===== src/hdl/agc_defines.svh =====
// Purpose: register map, field positions, reset values and code tables for the gain control
// Assumes: included by bare name from the design modules
// Notes: definitions only
`ifndef AGC_DEFINES_SVH
`define AGC_DEFINES_SVH

// register indices, byte address is four times the index
`define AGC_IDX_LIMITS 6'h1C
`define AGC_IDX_CONFIG 6'h1D
`define AGC_IDX_MANUAL 6'h1E
`define AGC_IDX_STATUS 6'h1F

// reset values
`define AGC_CONFIG_RESET 8'h91
`define AGC_LIMITS_RESET 8'h30
`define AGC_MANUAL_RESET 8'h00

// gain_control_config fields
`define AGC_F_HYST 7:6
`define AGC_F_WAIT 5:4
`define AGC_F_HOLD 3:2
`define AGC_F_FILT 1:0
// gain_limits_config fields
`define AGC_F_GOAL 6:4
`define AGC_F_THR 3:0
// manual gain / status fields
`define AGC_F_AGAIN 2:0
`define AGC_F_DGAIN 5:3
`define AGC_B_CS 6
`define AGC_B_SYNC 7

// gain hold select codes
`define AGC_HOLD_NONE 2'h0
`define AGC_HOLD_SYNC 2'h1
`define AGC_HOLD_ANALOG 2'h2
`define AGC_HOLD_ALL 2'h3

// threshold code that turns absolute carrier sense off
`define AGC_THR_OFF 4'h8

// gain step limits
`define AGC_GAIN_MIN 3'h0
`define AGC_GAIN_MAX 3'h7

// settle wait in channel-filter samples
`define AGC_WAIT_0 6'h08
`define AGC_WAIT_1 6'h10
`define AGC_WAIT_2 6'h18
`define AGC_WAIT_3 6'h20
`define AGC_SETTLE_LAST 6'h01

// averaging window: sample count and divide shift
`define AGC_WIN_0 7'h08
`define AGC_WIN_1 7'h10
`define AGC_WIN_2 7'h20
`define AGC_WIN_3 7'h40
`define AGC_SHIFT_0 3'h3
`define AGC_SHIFT_1 3'h4
`define AGC_SHIFT_2 3'h5
`define AGC_SHIFT_3 3'h6

// on-off keying decision boundary in dB
`define AGC_OOK_0 5'h04
`define AGC_OOK_1 5'h08
`define AGC_OOK_2 5'h0C
`define AGC_OOK_3 5'h10

// amplitude goal in dB
`define AGC_GOAL_0 6'h18
`define AGC_GOAL_1 6'h1B
`define AGC_GOAL_2 6'h1E
`define AGC_GOAL_3 6'h21
`define AGC_GOAL_4 6'h24
`define AGC_GOAL_5 6'h26
`define AGC_GOAL_6 6'h28
`define AGC_GOAL_7 6'h2A

// dead zone below (lo) and above (hi) the goal, in dB
`define AGC_DZ_LO_0 4'h2
`define AGC_DZ_HI_0 4'h2
`define AGC_DZ_LO_1 4'h2
`define AGC_DZ_HI_1 4'h4
`define AGC_DZ_LO_2 4'h3
`define AGC_DZ_HI_2 4'h6
`define AGC_DZ_LO_3 4'h4
`define AGC_DZ_HI_3 4'h8

`endif


===== src/hdl/agc_pkg.sv =====
// Purpose: shared types of the gain control
// Assumes: needs no constants; agc_defines.svh is not included here
// Notes: types only
package agc_pkg;

    // control loop phase
    typedef enum logic {
        PH_SETTLE,
        PH_MEASURE
    } agc_phase_type;

    // averager state
    typedef struct packed {
        logic [12:0] sum; // running sum of amplitudes
        logic [6:0] cnt; // samples taken
        logic [6:0] avg; // last average
        logic valid; // one-cycle average strobe
    } agc_avg_state_type;

    // main block state
    typedef struct packed {
        logic waitreq; // avalon waitrequest
        logic [7:0] rdata; // read data
        logic [7:0] cfg; // gain_control_config
        logic [7:0] lim; // gain_limits_config
        logic [7:0] man; // manual gain
        logic [2:0] again; // analogue gain step
        logic [2:0] dgain; // digital gain step
        logic sync_hold; // sync seen, gain held
        logic [5:0] settle; // samples left to skip
        agc_phase_type phase; // loop phase
        logic acc_clear; // hold averager empty
        logic cs; // carrier sense
        logic [4:0] ook_db; // ook boundary
    } agc_main_state_type;

endpackage


===== src/hdl/agc_gain_control.sv =====
// Purpose: digital gain control loop with carrier sense and avalon register access
// Assumes: inputs synchronous to mclk; sample_strobe is the channel-filter rate enable
// Notes: registers are 8 bits wide in the low byte of each 32-bit word
//
// Our own choice: register access over Avalon-MM.
`timescale 1ns/1ps
`include "agc_defines.svh"

module agc_gain_control (
    input wire logic mclk, // 25 MHz clock
    input wire logic reset_n, // async reset, active low
    input wire logic [7:0] avs_address, // byte address
    input wire logic avs_read, // read request
    input wire logic avs_write, // write request
    input wire logic [31:0] avs_writedata, // write data
    input wire logic [3:0] avs_byteenable, // byte lanes
    output logic [31:0] avs_readdata, // read data
    output logic avs_waitrequest, // stall
    input wire logic sample_strobe, // channel-filter sample enable
    input wire logic [6:0] amplitude_db, // channel-filter amplitude
    input wire logic [6:0] rssi_db, // signal strength
    input wire logic sync_found, // sync word pulse
    input wire logic search_restart, // new packet search pulse
    output logic [2:0] analog_gain, // analogue gain step
    output logic [2:0] digital_gain, // digital gain step
    output logic carrier_sense, // carrier present
    output logic [4:0] ook_boundary_db // ook decision boundary
);

    agc_pkg::agc_main_state_type st_reg; // registered state
    agc_pkg::agc_main_state_type st_next; // next state
    logic avg_valid; // average ready
    logic [6:0] avg_value; // averaged amplitude
    logic [5:0] goal_db; // decoded goal
    logic signed [7:0] dev; // average minus goal
    logic signed [8:0] thr; // absolute threshold
    logic too_high; // above zone
    logic too_low; // below zone
    logic analog_free; // analogue may move
    logic digital_free; // digital may move
    logic [5:0] idx; // register index
    logic hit; // access in progress

    // settle length per code
    function automatic logic [5:0] wait_samples(input logic [1:0] code);
        case (code)
            2'h0: wait_samples = `AGC_WAIT_0;
            2'h1: wait_samples = `AGC_WAIT_1;
            2'h2: wait_samples = `AGC_WAIT_2;
            default: wait_samples = `AGC_WAIT_3;
        endcase
    endfunction

    // goal in dB per code
    function automatic logic [5:0] goal_of(input logic [2:0] code);
        case (code)
            3'h0: goal_of = `AGC_GOAL_0;
            3'h1: goal_of = `AGC_GOAL_1;
            3'h2: goal_of = `AGC_GOAL_2;
            3'h3: goal_of = `AGC_GOAL_3;
            3'h4: goal_of = `AGC_GOAL_4;
            3'h5: goal_of = `AGC_GOAL_5;
            3'h6: goal_of = `AGC_GOAL_6;
            default: goal_of = `AGC_GOAL_7;
        endcase
    endfunction

    // dead zone below the goal
    function automatic logic [3:0] zone_lo(input logic [1:0] code);
        case (code)
            2'h0: zone_lo = `AGC_DZ_LO_0;
            2'h1: zone_lo = `AGC_DZ_LO_1;
            2'h2: zone_lo = `AGC_DZ_LO_2;
            default: zone_lo = `AGC_DZ_LO_3;
        endcase
    endfunction

    // dead zone above the goal
    function automatic logic [3:0] zone_hi(input logic [1:0] code);
        case (code)
            2'h0: zone_hi = `AGC_DZ_HI_0;
            2'h1: zone_hi = `AGC_DZ_HI_1;
            2'h2: zone_hi = `AGC_DZ_HI_2;
            default: zone_hi = `AGC_DZ_HI_3;
        endcase
    endfunction

    // ook boundary per averaging code
    function automatic logic [4:0] ook_of(input logic [1:0] code);
        case (code)
            2'h0: ook_of = `AGC_OOK_0;
            2'h1: ook_of = `AGC_OOK_1;
            2'h2: ook_of = `AGC_OOK_2;
            default: ook_of = `AGC_OOK_3;
        endcase
    endfunction

    // amplitude averager
    agc_avg u_avg (
        .mclk(mclk),
        .reset_n(reset_n),
        .sample_strobe(sample_strobe),
        .amplitude(amplitude_db),
        .clear(st_reg.acc_clear),
        .length_code(st_reg.cfg[`AGC_F_FILT]),
        .avg_valid(avg_valid),
        .avg_value(avg_value)
    );

    // loop arithmetic
    always_comb begin
        goal_db = goal_of(st_reg.lim[`AGC_F_GOAL]);
        dev = $signed({1'b0, avg_value}) - $signed({2'b00, goal_db});
        // zone edges differ above and below for the asymmetric codes
        too_high = dev > $signed({4'h0, zone_hi(st_reg.cfg[`AGC_F_HYST])});
        too_low = dev < -$signed({4'h0, zone_lo(st_reg.cfg[`AGC_F_HYST])});
        // threshold is goal plus signed dB code
        thr = $signed({3'b000, goal_db}) + $signed({{5{st_reg.lim[3]}}, st_reg.lim[`AGC_F_THR]});
        // analogue frozen in modes 10 and 11
        analog_free = st_reg.cfg[`AGC_F_HOLD] == `AGC_HOLD_NONE
            || (st_reg.cfg[`AGC_F_HOLD] == `AGC_HOLD_SYNC && !st_reg.sync_hold);
        digital_free = analog_free || st_reg.cfg[`AGC_F_HOLD] == `AGC_HOLD_ANALOG;
    end

    // register access, gain loop and carrier sense
    always_comb begin
        st_next = st_reg;
        idx = avs_address[7:2];
        hit = (avs_read || avs_write) && st_reg.waitreq;

        // avalon: answer one cycle after the request, write lands then
        if (hit) begin
            st_next.waitreq = 1'b0;
            case (idx)
                `AGC_IDX_LIMITS: st_next.rdata = st_reg.lim;
                `AGC_IDX_CONFIG: st_next.rdata = st_reg.cfg;
                `AGC_IDX_MANUAL: st_next.rdata = st_reg.man;
                `AGC_IDX_STATUS: st_next.rdata = {st_reg.sync_hold, st_reg.cs,
                    st_reg.dgain, st_reg.again};
                default: st_next.rdata = 8'h00; // unmapped reads zero
            endcase
        end else begin
            st_next.waitreq = 1'b1;
        end
        if (avs_write && !st_reg.waitreq && avs_byteenable[0]) begin
            case (idx)
                `AGC_IDX_LIMITS: st_next.lim = {1'b0, avs_writedata[6:0]};
                `AGC_IDX_CONFIG: st_next.cfg = avs_writedata[7:0];
                `AGC_IDX_MANUAL: st_next.man = {2'b00, avs_writedata[5:0]};
                default: st_next.lim = st_reg.lim; // unmapped or read-only
            endcase
        end

        // sync hold: a sync in the same cycle as a restart wins
        if (sync_found) begin
            st_next.sync_hold = 1'b1;
        end else if (search_restart) begin
            st_next.sync_hold = 1'b0;
        end

        // ook boundary follows averaging code
        st_next.ook_db = ook_of(st_reg.cfg[`AGC_F_FILT]);

        // carrier sense, disabled by the most negative code
        if (st_reg.lim[`AGC_F_THR] == `AGC_THR_OFF) begin
            st_next.cs = 1'b0;
        end else if (sample_strobe) begin
            st_next.cs = $signed({2'b00, rssi_db}) >= thr;
        end

        case (st_reg.phase)
            agc_pkg::PH_SETTLE: begin
                // skip samples before accumulating again
                st_next.acc_clear = 1'b1;
                if (sample_strobe) begin
                    if (st_reg.settle <= `AGC_SETTLE_LAST) begin
                        st_next.phase = agc_pkg::PH_MEASURE;
                        st_next.acc_clear = 1'b0;
                        st_next.settle = 6'h00;
                    end else begin
                        st_next.settle = st_reg.settle - 6'h01;
                    end
                end
            end
            agc_pkg::PH_MEASURE: begin
                st_next.acc_clear = 1'b0;
                // act only on a full average outside the zone
                if (avg_valid && (too_high || too_low)) begin
                    if (too_high && analog_free && st_reg.again != `AGC_GAIN_MIN) begin
                        st_next.again = st_reg.again - 3'h1;
                    end else if (too_high && digital_free
                        && st_reg.dgain != `AGC_GAIN_MIN) begin
                        st_next.dgain = st_reg.dgain - 3'h1;
                    end else if (too_low && analog_free
                        && st_reg.again != `AGC_GAIN_MAX) begin
                        st_next.again = st_reg.again + 3'h1;
                    end else if (too_low && digital_free
                        && st_reg.dgain != `AGC_GAIN_MAX) begin
                        st_next.dgain = st_reg.dgain + 3'h1;
                    end
                    // any real step restarts the settle wait
                    if (st_next.again != st_reg.again || st_next.dgain != st_reg.dgain) begin
                        st_next.phase = agc_pkg::PH_SETTLE;
                        st_next.settle = wait_samples(st_reg.cfg[`AGC_F_WAIT]);
                        st_next.acc_clear = 1'b1;
                    end
                end
            end
            default: begin
                st_next.phase = agc_pkg::PH_SETTLE;
            end
        endcase

        // full hold: software owns both gains
        if (st_reg.cfg[`AGC_F_HOLD] == `AGC_HOLD_ALL) begin
            st_next.again = st_reg.man[`AGC_F_AGAIN];
            st_next.dgain = st_reg.man[`AGC_F_DGAIN];
        end
    end

    // state register; loop starts by settling
    always_ff @(posedge mclk or negedge reset_n) begin
        if (!reset_n) begin
            st_reg.waitreq <= 1'b1;
            st_reg.rdata <= 8'h00;
            st_reg.cfg <= `AGC_CONFIG_RESET;
            st_reg.lim <= `AGC_LIMITS_RESET;
            st_reg.man <= `AGC_MANUAL_RESET;
            st_reg.again <= `AGC_GAIN_MAX;
            st_reg.dgain <= `AGC_GAIN_MAX;
            st_reg.sync_hold <= 1'b0;
            st_reg.settle <= `AGC_WAIT_1;
            st_reg.phase <= agc_pkg::PH_SETTLE;
            st_reg.acc_clear <= 1'b1;
            st_reg.cs <= 1'b0;
            st_reg.ook_db <= `AGC_OOK_1;
        end else begin
            st_reg <= st_next;
        end
    end

    // outputs straight from the state register
    assign avs_readdata = {24'h000000, st_reg.rdata};
    assign avs_waitrequest = st_reg.waitreq;
    assign analog_gain = st_reg.again;
    assign digital_gain = st_reg.dgain;
    assign carrier_sense = st_reg.cs;
    assign ook_boundary_db = st_reg.ook_db;

endmodule // agc_gain_control


===== src/hdl/agc_avg.sv =====
// Purpose: amplitude averager over a selectable channel-filter sample window
// Assumes: sample_strobe marks one valid amplitude per channel-filter sample
// Notes: window restarts whenever clear is high
`timescale 1ns/1ps
`include "agc_defines.svh"

module agc_avg (
    input wire logic mclk, // system clock
    input wire logic reset_n, // async reset, active low
    input wire logic sample_strobe, // one channel-filter sample
    input wire logic [6:0] amplitude, // amplitude in dB
    input wire logic clear, // discard partial window
    input wire logic [1:0] length_code, // window length code
    output logic avg_valid, // average ready pulse
    output logic [6:0] avg_value // averaged amplitude
);

    agc_pkg::agc_avg_state_type st_reg; // registered state
    agc_pkg::agc_avg_state_type st_next; // next state
    logic [6:0] win; // window length
    logic [2:0] shift; // divide shift
    logic [12:0] sum_add; // sum with current sample
    logic [12:0] quot; // shifted sum

    // window decode
    always_comb begin
        case (length_code)
            2'h0: begin win = `AGC_WIN_0; shift = `AGC_SHIFT_0; end
            2'h1: begin win = `AGC_WIN_1; shift = `AGC_SHIFT_1; end
            2'h2: begin win = `AGC_WIN_2; shift = `AGC_SHIFT_2; end
            default: begin win = `AGC_WIN_3; shift = `AGC_SHIFT_3; end
        endcase
    end

    // accumulate and divide
    always_comb begin
        st_next = st_reg;
        st_next.valid = 1'b0;
        sum_add = st_reg.sum + {6'h00, amplitude};
        quot = sum_add >> shift;
        if (clear) begin
            // settle wait: nothing accumulates
            st_next.sum = 13'h0000;
            st_next.cnt = 7'h00;
        end else if (sample_strobe) begin
            if (st_reg.cnt + 7'h01 > win) begin
                // window shortened mid-way: stale partial sum dropped, restart here
                st_next.sum = {6'h00, amplitude};
                st_next.cnt = 7'h01;
            end else if (st_reg.cnt + 7'h01 == win) begin
                st_next.avg = quot[6:0];
                st_next.valid = 1'b1;
                st_next.sum = 13'h0000;
                st_next.cnt = 7'h00;
            end else begin
                st_next.sum = sum_add;
                st_next.cnt = st_reg.cnt + 7'h01;
            end
        end
    end

    // state register
    always_ff @(posedge mclk or negedge reset_n) begin
        if (!reset_n) begin
            st_reg <= '0;
        end else begin
            st_reg <= st_next;
        end
    end

    assign avg_valid = st_reg.valid;
    assign avg_value = st_reg.avg;

endmodule // agc_avg


===== config.mk =====
export PLATFORM = sky130hd
export DESIGN_NAME = agc_gain_control
export DESIGN_NICKNAME = d
export VERILOG_FILES = /design/src/hdl/agc_pkg.sv /design/src/hdl/agc_gain_control.sv /design/src/hdl/agc_avg.sv
export VERILOG_INCLUDE_DIRS = /design/src /design/src/hdl
export SDC_FILE = /design/constraint.sdc
export NUM_CORES = 1
export LEC_CHECK = 0
export BUFFER_PORTS_ARGS = -buffer_cell sky130_fd_sc_hd__buf_2
export CORE_MARGIN = 2
export CORE_UTILIZATION = 43
export CTS_CLUSTER_SIZE = 40
export DETAILED_ROUTE_END_ITERATION = 10
export GPL_ROUTABILITY_DRIVEN = 0
export SETUP_SLACK_MARGIN = 0.5
export SLEW_MARGIN = 15
export SYNTH_ARGS = -nofsm -noshare
export SYNTH_HDL_FRONTEND = slang
export SYNTH_HIERARCHICAL = 1
export SYNTH_SLANG_ARGS = --single-unit
export TNS_END_PERCENT = 30

===== constraint.sdc =====
create_clock -name mclk -period 7.4 [get_ports mclk]
set_input_delay 0.74 -clock mclk [delete_from_list [all_inputs] [get_ports mclk]]
set_output_delay 0.74 -clock mclk [all_outputs]
set_load 0.01 [all_outputs]

; ---- Word level (Yosys, flattened, before mapping)
; Cells that the tools add are included.
[word_totals]
ram_bits = 0
reg_bits = 79
inputBits = 65
romBits = 0
output_inout_bits = 45
latchBits = 0
n_memories = 0
[classes]
addsub = 10
bitwise_logic = 3
shifts = 1
mux = 40
mul = 0
n_div = 0
n_reduce_logical = 39
n_eq_ne = 28
magnitude_cmp = 5
[ops]
columns = operator, count
row1 = $mux W20, 3
row2 = $pmux W6 S7, 1
row3 = $mux W8, 5
row4 = $mux W3, 11
row5 = $pmux W8 S4, 1
row6 = $mux W28, 1
row7 = $eq A6 B5 Y1 const B, 4
row8 = $mux W6, 4
row9 = $pmux W7 S3, 1
row10 = $pmux W6 S3, 1
row11 = $pmux W8 S2, 1
row12 = $pmux W5 S3, 1
row13 = $add A13 B7 Y13, 1
row14 = $logic_and A1 B1 Y1, 13
row15 = $shr A13 B3 Y7, 1
row16 = $pmux W4 S3, 1
row17 = $eq A2 B2 Y1 const B, 5
row18 = $reduce_bool A2 Y1, 5
row19 = $eq A3 B3 Y1 const B, 3
row20 = $pmux W3 S3, 1
row21 = $add A7 B4 Y8, 1
row22 = $eq A2 B1 Y1 const B, 4
row23 = $ge A8 B8 Y1, 1
row24 = $gt A8 B5 Y1, 1
row25 = 30 further kinds, 55

; ---- Longest topological paths before layout
[logic_depth]
ltp_word = 18
depth_mapped = 17
ltp_nobuf = 16

; ---- Modules after synthesis
; Netlist, hierarchy kept.
[modules_own_cells]
columns = mod, n_inst, cells_per_inst, area_each_um2, seq_area_each_um2
row1 = agc_gain_control, 1, 410, 3906.2, 1244.9
row2 = agc_avg, 1, 275, 2359.8, 700.7

; ---- Least setup slack after synthesis
; No wires, ideal clock.
[synth_timing]
path_type = reg2reg
start = register st_reg[34] (netlist name)
end = register st_reg[13] (netlist name)
path_stages_with_launch = 17
arrival_time_ps = 3710
path_slack_ps = 3564
n_path_buf = 1
path_cell_list = dfstp_2 -> nor2b_1 -> xnor2_1 -> inv_1 -> fa_1 -> a21o_1 -> a21oi_1 -> xnor2_1 -> ha_1 -> and2_1 -> a41o_1 -> a31o_4 -> a211oi_2 -> o21ba_1 -> buf_6 -> o22ai_1 -> a221o_1
[synth_between]
elab_chain_len = 16
elab_cells_between_ends = 38
classes_between = add/sub (1) / order compare (2) / eq/ne (10) / mux (12) / reduce/logical (13)
[synth_lines]
columns = item, line_no
row1 = start: declaration, agc_gain_control.sv:30  ; agc_pkg::agc_main_state_type st_reg;
row2 = start signal: assignment, agc_gain_control.sv:238  ; st_reg <= st_next;
row3 = $eq A3 B3 Y1 (tied with other cells), agc_gain_control.sv:56  ; case (code)
row4 = $pmux W6 S7 (*), agc_gain_control.sv:56
row5 = $sub A7 B6 Y8 (*), agc_gain_control.sv:113  ; dev = $signed({1'b0, avg_value}) - $signed({2'b00, goal_db});
row6 = $lt A8 B8 Y1, agc_gain_control.sv:116  ; too_low = dev < -$signed({4'h0, zone_lo(st_reg.cfg[`AGC_F_HYST])});
row7 = $logic_and A1 B1 Y1, agc_gain_control.sv:197  ; end else if (too_low && digital_free
row8 = $logic_and A1 B1 Y1 (no source line), --
row9 = $mux W3, agc_gain_control.sv:197
row10 = $mux W3, agc_gain_control.sv:194  ; end else if (too_low && analog_free
row11 = $mux W3, agc_gain_control.sv:191  ; end else if (too_high && digital_free
row12 = $mux W3, agc_gain_control.sv:189  ; if (too_high && analog_free && st_reg.again != `AGC_GAIN_MIN) begin
row13 = $mux W3, agc_gain_control.sv:188  ; if (avg_valid && (too_high || too_low)) begin
row14 = $mux W3, agc_gain_control.sv:171  ; case (st_reg.phase)
row15 = $ne A3 B3 Y1, agc_gain_control.sv:202  ; if (st_next.again != st_reg.again || st_next.dgain != st_reg.dgain) begin
row16 = $logic_or A1 B1 Y1, agc_gain_control.sv:202
row17 = $ne A2 B1 Y1 (no source line), --
row18 = $reduce_and A3 Y1 (no source line) (*), --
; Mark *: on every way between the ends. The rest lies on a longest branch, timed or not. The select of a mux whose other input is x is not followed.
; A chain may end at the register's enable or synchronous reset.

; ---- Final worst setup path
; Same ends and word-level chain as after synthesis.

==> results.sh <==
export IMPL_status="complete, no violations"
export IMPL_layout_commonest_cell="ha_1"
export IMPL_ir_drop_uv=130
export IMPL_max_freq_ghz=0.228
export IMPL_io_pins=110
export IMPL_die_w_um=125
export IMPL_synth_top_family_by_area="compound AO/OA/AOI/OAI gates"
export IMPL_cts_resized=0
export IMPL_tns_ns=0
export IMPL_critPathLaunchType="flip-flop"
export IMPL_topRoutingLayerUsed="met4"
export IMPL_synth_compound_area_share_pct=20.8
export IMPL_syn_cell_area_mm2=0.00627
export IMPL_grt_pass1_wl_um=23800
export IMPL_hold_violations=0
export IMPL_clk_pin_slew_ns=0.07
export IMPL_ant_nets=0
export IMPL_crit_path_max_incr_delay_ns=0.61
export IMPL_die_area_mm2=0.0156
export IMPL_grt_usage_pct=18.6
export IMPL_wl_met3_um=493
export IMPL_synthCells=685
export IMPL_worstPathRequired_ns=7.63
export IMPL_wl_met1_um=6360
export IMPL_synth_avg_cell_area_um2=9.15
export IMPL_holdCritPathClass="flip-flop to flip-flop"
export IMPL_routedWlPerCell_um=15.4
export IMPL_p_per_area_mw_per_mm2=289
export IMPL_grt_pass1_vias=4910
export IMPL_clockBufferDepth=2
export IMPL_place_ws_ns=3.01
export IMPL_relSlewSlack_pct=29.6
export IMPL_synthXorXnorAreaFrac_pct=3.33
export IMPL_crit_family="compound AO/OA/AOI/OAI gates"
export IMPL_dp_cells=885
export IMPL_cpMostUsedCell="xnor2_1"
export IMPL_clock_latency_ns=0.35
export IMPL_clock_skew_ns=0.00797
export IMPL_async_flop_share_pct=100
export IMPL_path_cells="nor2b_1 > xnor2_1 > inv_1 > fa_1 > a21o_1 > a21oi_1 > xnor2_1 > ha_1 > and2_1 > a41o_1 > a31o_4 > a211oi_2 > o21ba_1 > o22ai_1 > a221o_1"
export IMPL_drive_gt1_share_pct=17.9
export IMPL_mostFrequentLayoutCells="63 x ha_1, 62 x dfrtp_1, 57 x nand2_1, 55 x o21ai_0, 53 x buf_2"
export IMPL_start_util_pct=43.6
export IMPL_fin_crit_ns=4.38
export IMPL_crit_slowest_cell="dfstp_2"
export IMPL_post_cts_buffers=0
export IMPL_critPathCaptureType="flip-flop"
export IMPL_grt_remaining_overflow=0
export IMPL_viasPerCell=5.45
export IMPL_drt_iter0_markers=286
export IMPL_yosys_cell_types_count=80
export IMPL_power_mw=1.94
export IMPL_dp_hpwl_um=10700
export IMPL_final_util_pct=46.9
export IMPL_met2WireLength_um=6590
export IMPL_synth_simple_gate_area_share_pct=13.7
export IMPL_fin_nets=843
export IMPL_area_growth_syn_to_layout_pct=7.55
export IMPL_maxCapViolCount=0
export IMPL_synth_mux_area_fraction_pct=7.31
export IMPL_diodes=0
export IMPL_final_cells=901
export IMPL_root_buffer="clkbuf_16"
export IMPL_portBuffers=54
export IMPL_synth_edf_count=0
export IMPL_ys_seq_elements=77
export IMPL_stdcell_area_mm2=0.00674
export IMPL_slew_viol_final=0
export IMPL_grt_max_degree=78
export IMPL_layout_setup_ws_ns=3.02
export IMPL_htree_levels=3
export IMPL_worstMarginPinSlew_ns=1.05
export IMPL_min_period_over_period_pct=59.2
export IMPL_cts_tree="done"
export IMPL_drt_wl_total_um=13900
export IMPL_vias=4914
export IMPL_postCtsHoldBufs=0
export IMPL_die_height_um=125
export IMPL_rows=44
export IMPL_hold_slack_ns=0.474
export IMPL_cts_buffers=9
export IMPL_finalSetupViolations=0
export IMPL_core_area_mm2=0.0144
export IMPL_crit_type="flip-flop to flip-flop"
export IMPL_dpl_instance_area_mm2=0.00643
export IMPL_antenna_found_initial=0
export IMPL_largest_reg_flops=30
export IMPL_yosysWarnings=6
export IMPL_firstDrtPassIters=4
export IMPL_crit_arrival_ns=4.61
export IMPL_power_leakage_nw=3.30
export IMPL_clkSinkCount=77
export IMPL_drc=0
export IMPL_synthAdderAreaFrac_pct=13.5
export IMPL_yosysSeqAreaShare_pct=31.1
export IMPL_worst_path_buf_inv=1
export IMPL_rsz0062_at_grt="no"
export IMPL_synth_flop_cell="dfrtp_1"
export IMPL_path_max_fanout=10
-- cell usage after synthesis, drive strengths merged (4+ instances only) --
| cell type | n | area (µm²) |
|---|---|---|
| ha | 63 | 788 |
| dfrtp | 62 | 1550 |
| o21ai | 61 | 309 |
| nand2 | 57 | 214 |
| buf | 56 | 417 |
| nor2 | 49 | 184 |
| inv | 48 | 180 |
| a21oi | 32 | 179 |
| mux2i | 21 | 210 |
| mux2 | 16 | 180 |
| dfstp | 15 | 394 |
| nand3 | 14 | 70.1 |
| xnor2 | 14 | 130 |
| a21o | 12 | 90.1 |
| nor2b | 12 | 75.1 |
| clkbuf | 10 | 38.8 |
| nand2b | 9 | 56.3 |
| or3 | 9 | 66.3 |
| xor2 | 9 | 78.8 |
| a211oi | 8 | 82.6 |
| nor3 | 8 | 40.0 |
| o211ai | 7 | 57.6 |
| o21a | 6 | 46.3 |
| a221oi | 5 | 50.0 |
| a32o | 5 | 50.1 |
| o31ai | 5 | 37.5 |
| a221o | 4 | 40.0 |
| a31oi | 4 | 25.0 |
| and2 | 4 | 25.0 |
| nor3b | 4 | 30.0 |
-- power breakdown --
part | leakage [nW] | total, mW | internal (mW) | switching [mW]
clock | 0.141 | 0.457 | 0.272 | 0.185
sequential | 0.959 | 0.607 | 0.516 | 0.0911
combinational | 2.20 | 0.881 | 0.380 | 0.501
-- cell type report --
class / instances / area (µm²)
clock buffer: 10 / 239
timing repair buffer: 57 / 295
inverter: 49 / 184
clock inverter: 6 / 70.1
fill: 1359 / 7630
multi-input combinational: 518 / 3770
sequential: 77 / 1950
tap: 184 / 230
-- logic make-up after synthesis --
kind of cell,count (synthesis)
multiplexers,40
flip-flops,77
AND/OR/NAND/NOR,179
other,1
XOR/XNOR,23
adder cells (fa/ha/maj),66
AO/OA/AOI/OAI,184
buffers and inverters,115
-- worst paths after layout --
kind	startpoint	end	slack [ns]	cells after the start
worst min-delay path	avs_readdata[4]$_DFFE_PN0P_	avs_readdata[4]$_DFFE_PN0P_	0.47	2
worst max-delay path	st_reg[34]$_DFFE_PN1P_	st_reg[13]$_DFFE_PN0P_	3.02	15
worst max register to register	st_reg[34]$_DFFE_PN1P_	st_reg[13]$_DFFE_PN0P_	3.02	15
min in group asynchronous	reset_n	st_reg[38]$_DFFE_PN0P_	0.57	1
max in group asynchronous	reset_n	u_avg/st_reg[22]$_DFFE_PN0P_	6.18	1
worst min register to register	avs_readdata[4]$_DFFE_PN0P_	avs_readdata[4]$_DFFE_PN0P_	0.47	2
-- per-layer routing --
layer | vias to the layer above | track usage [%]
met1 | 2369 | 23.4
met3 | 24 | 3.05
li1 | 2413 | -
met2 | 108 | 31.2
met5 | - | 0
met4 | 0 | 8.46
-- worst register-to-register path: stages, from the launching register on --
cell and delay (ns):
dfstp_2 0.61, nor2b_1 0.26, xnor2_1 0.17, inv_1 0.14, fa_1 0.45, a21o_1 0.17, a21oi_1 0.24, xnor2_1 0.21
ha_1 0.28, and2_1 0.13, a41o_1 0.24, a31o_4 0.27, a211oi_2 0.22, o21ba_1 0.38, o22ai_1 0.17, a221o_1 0.31
Power figures use the tool's default switching activity.
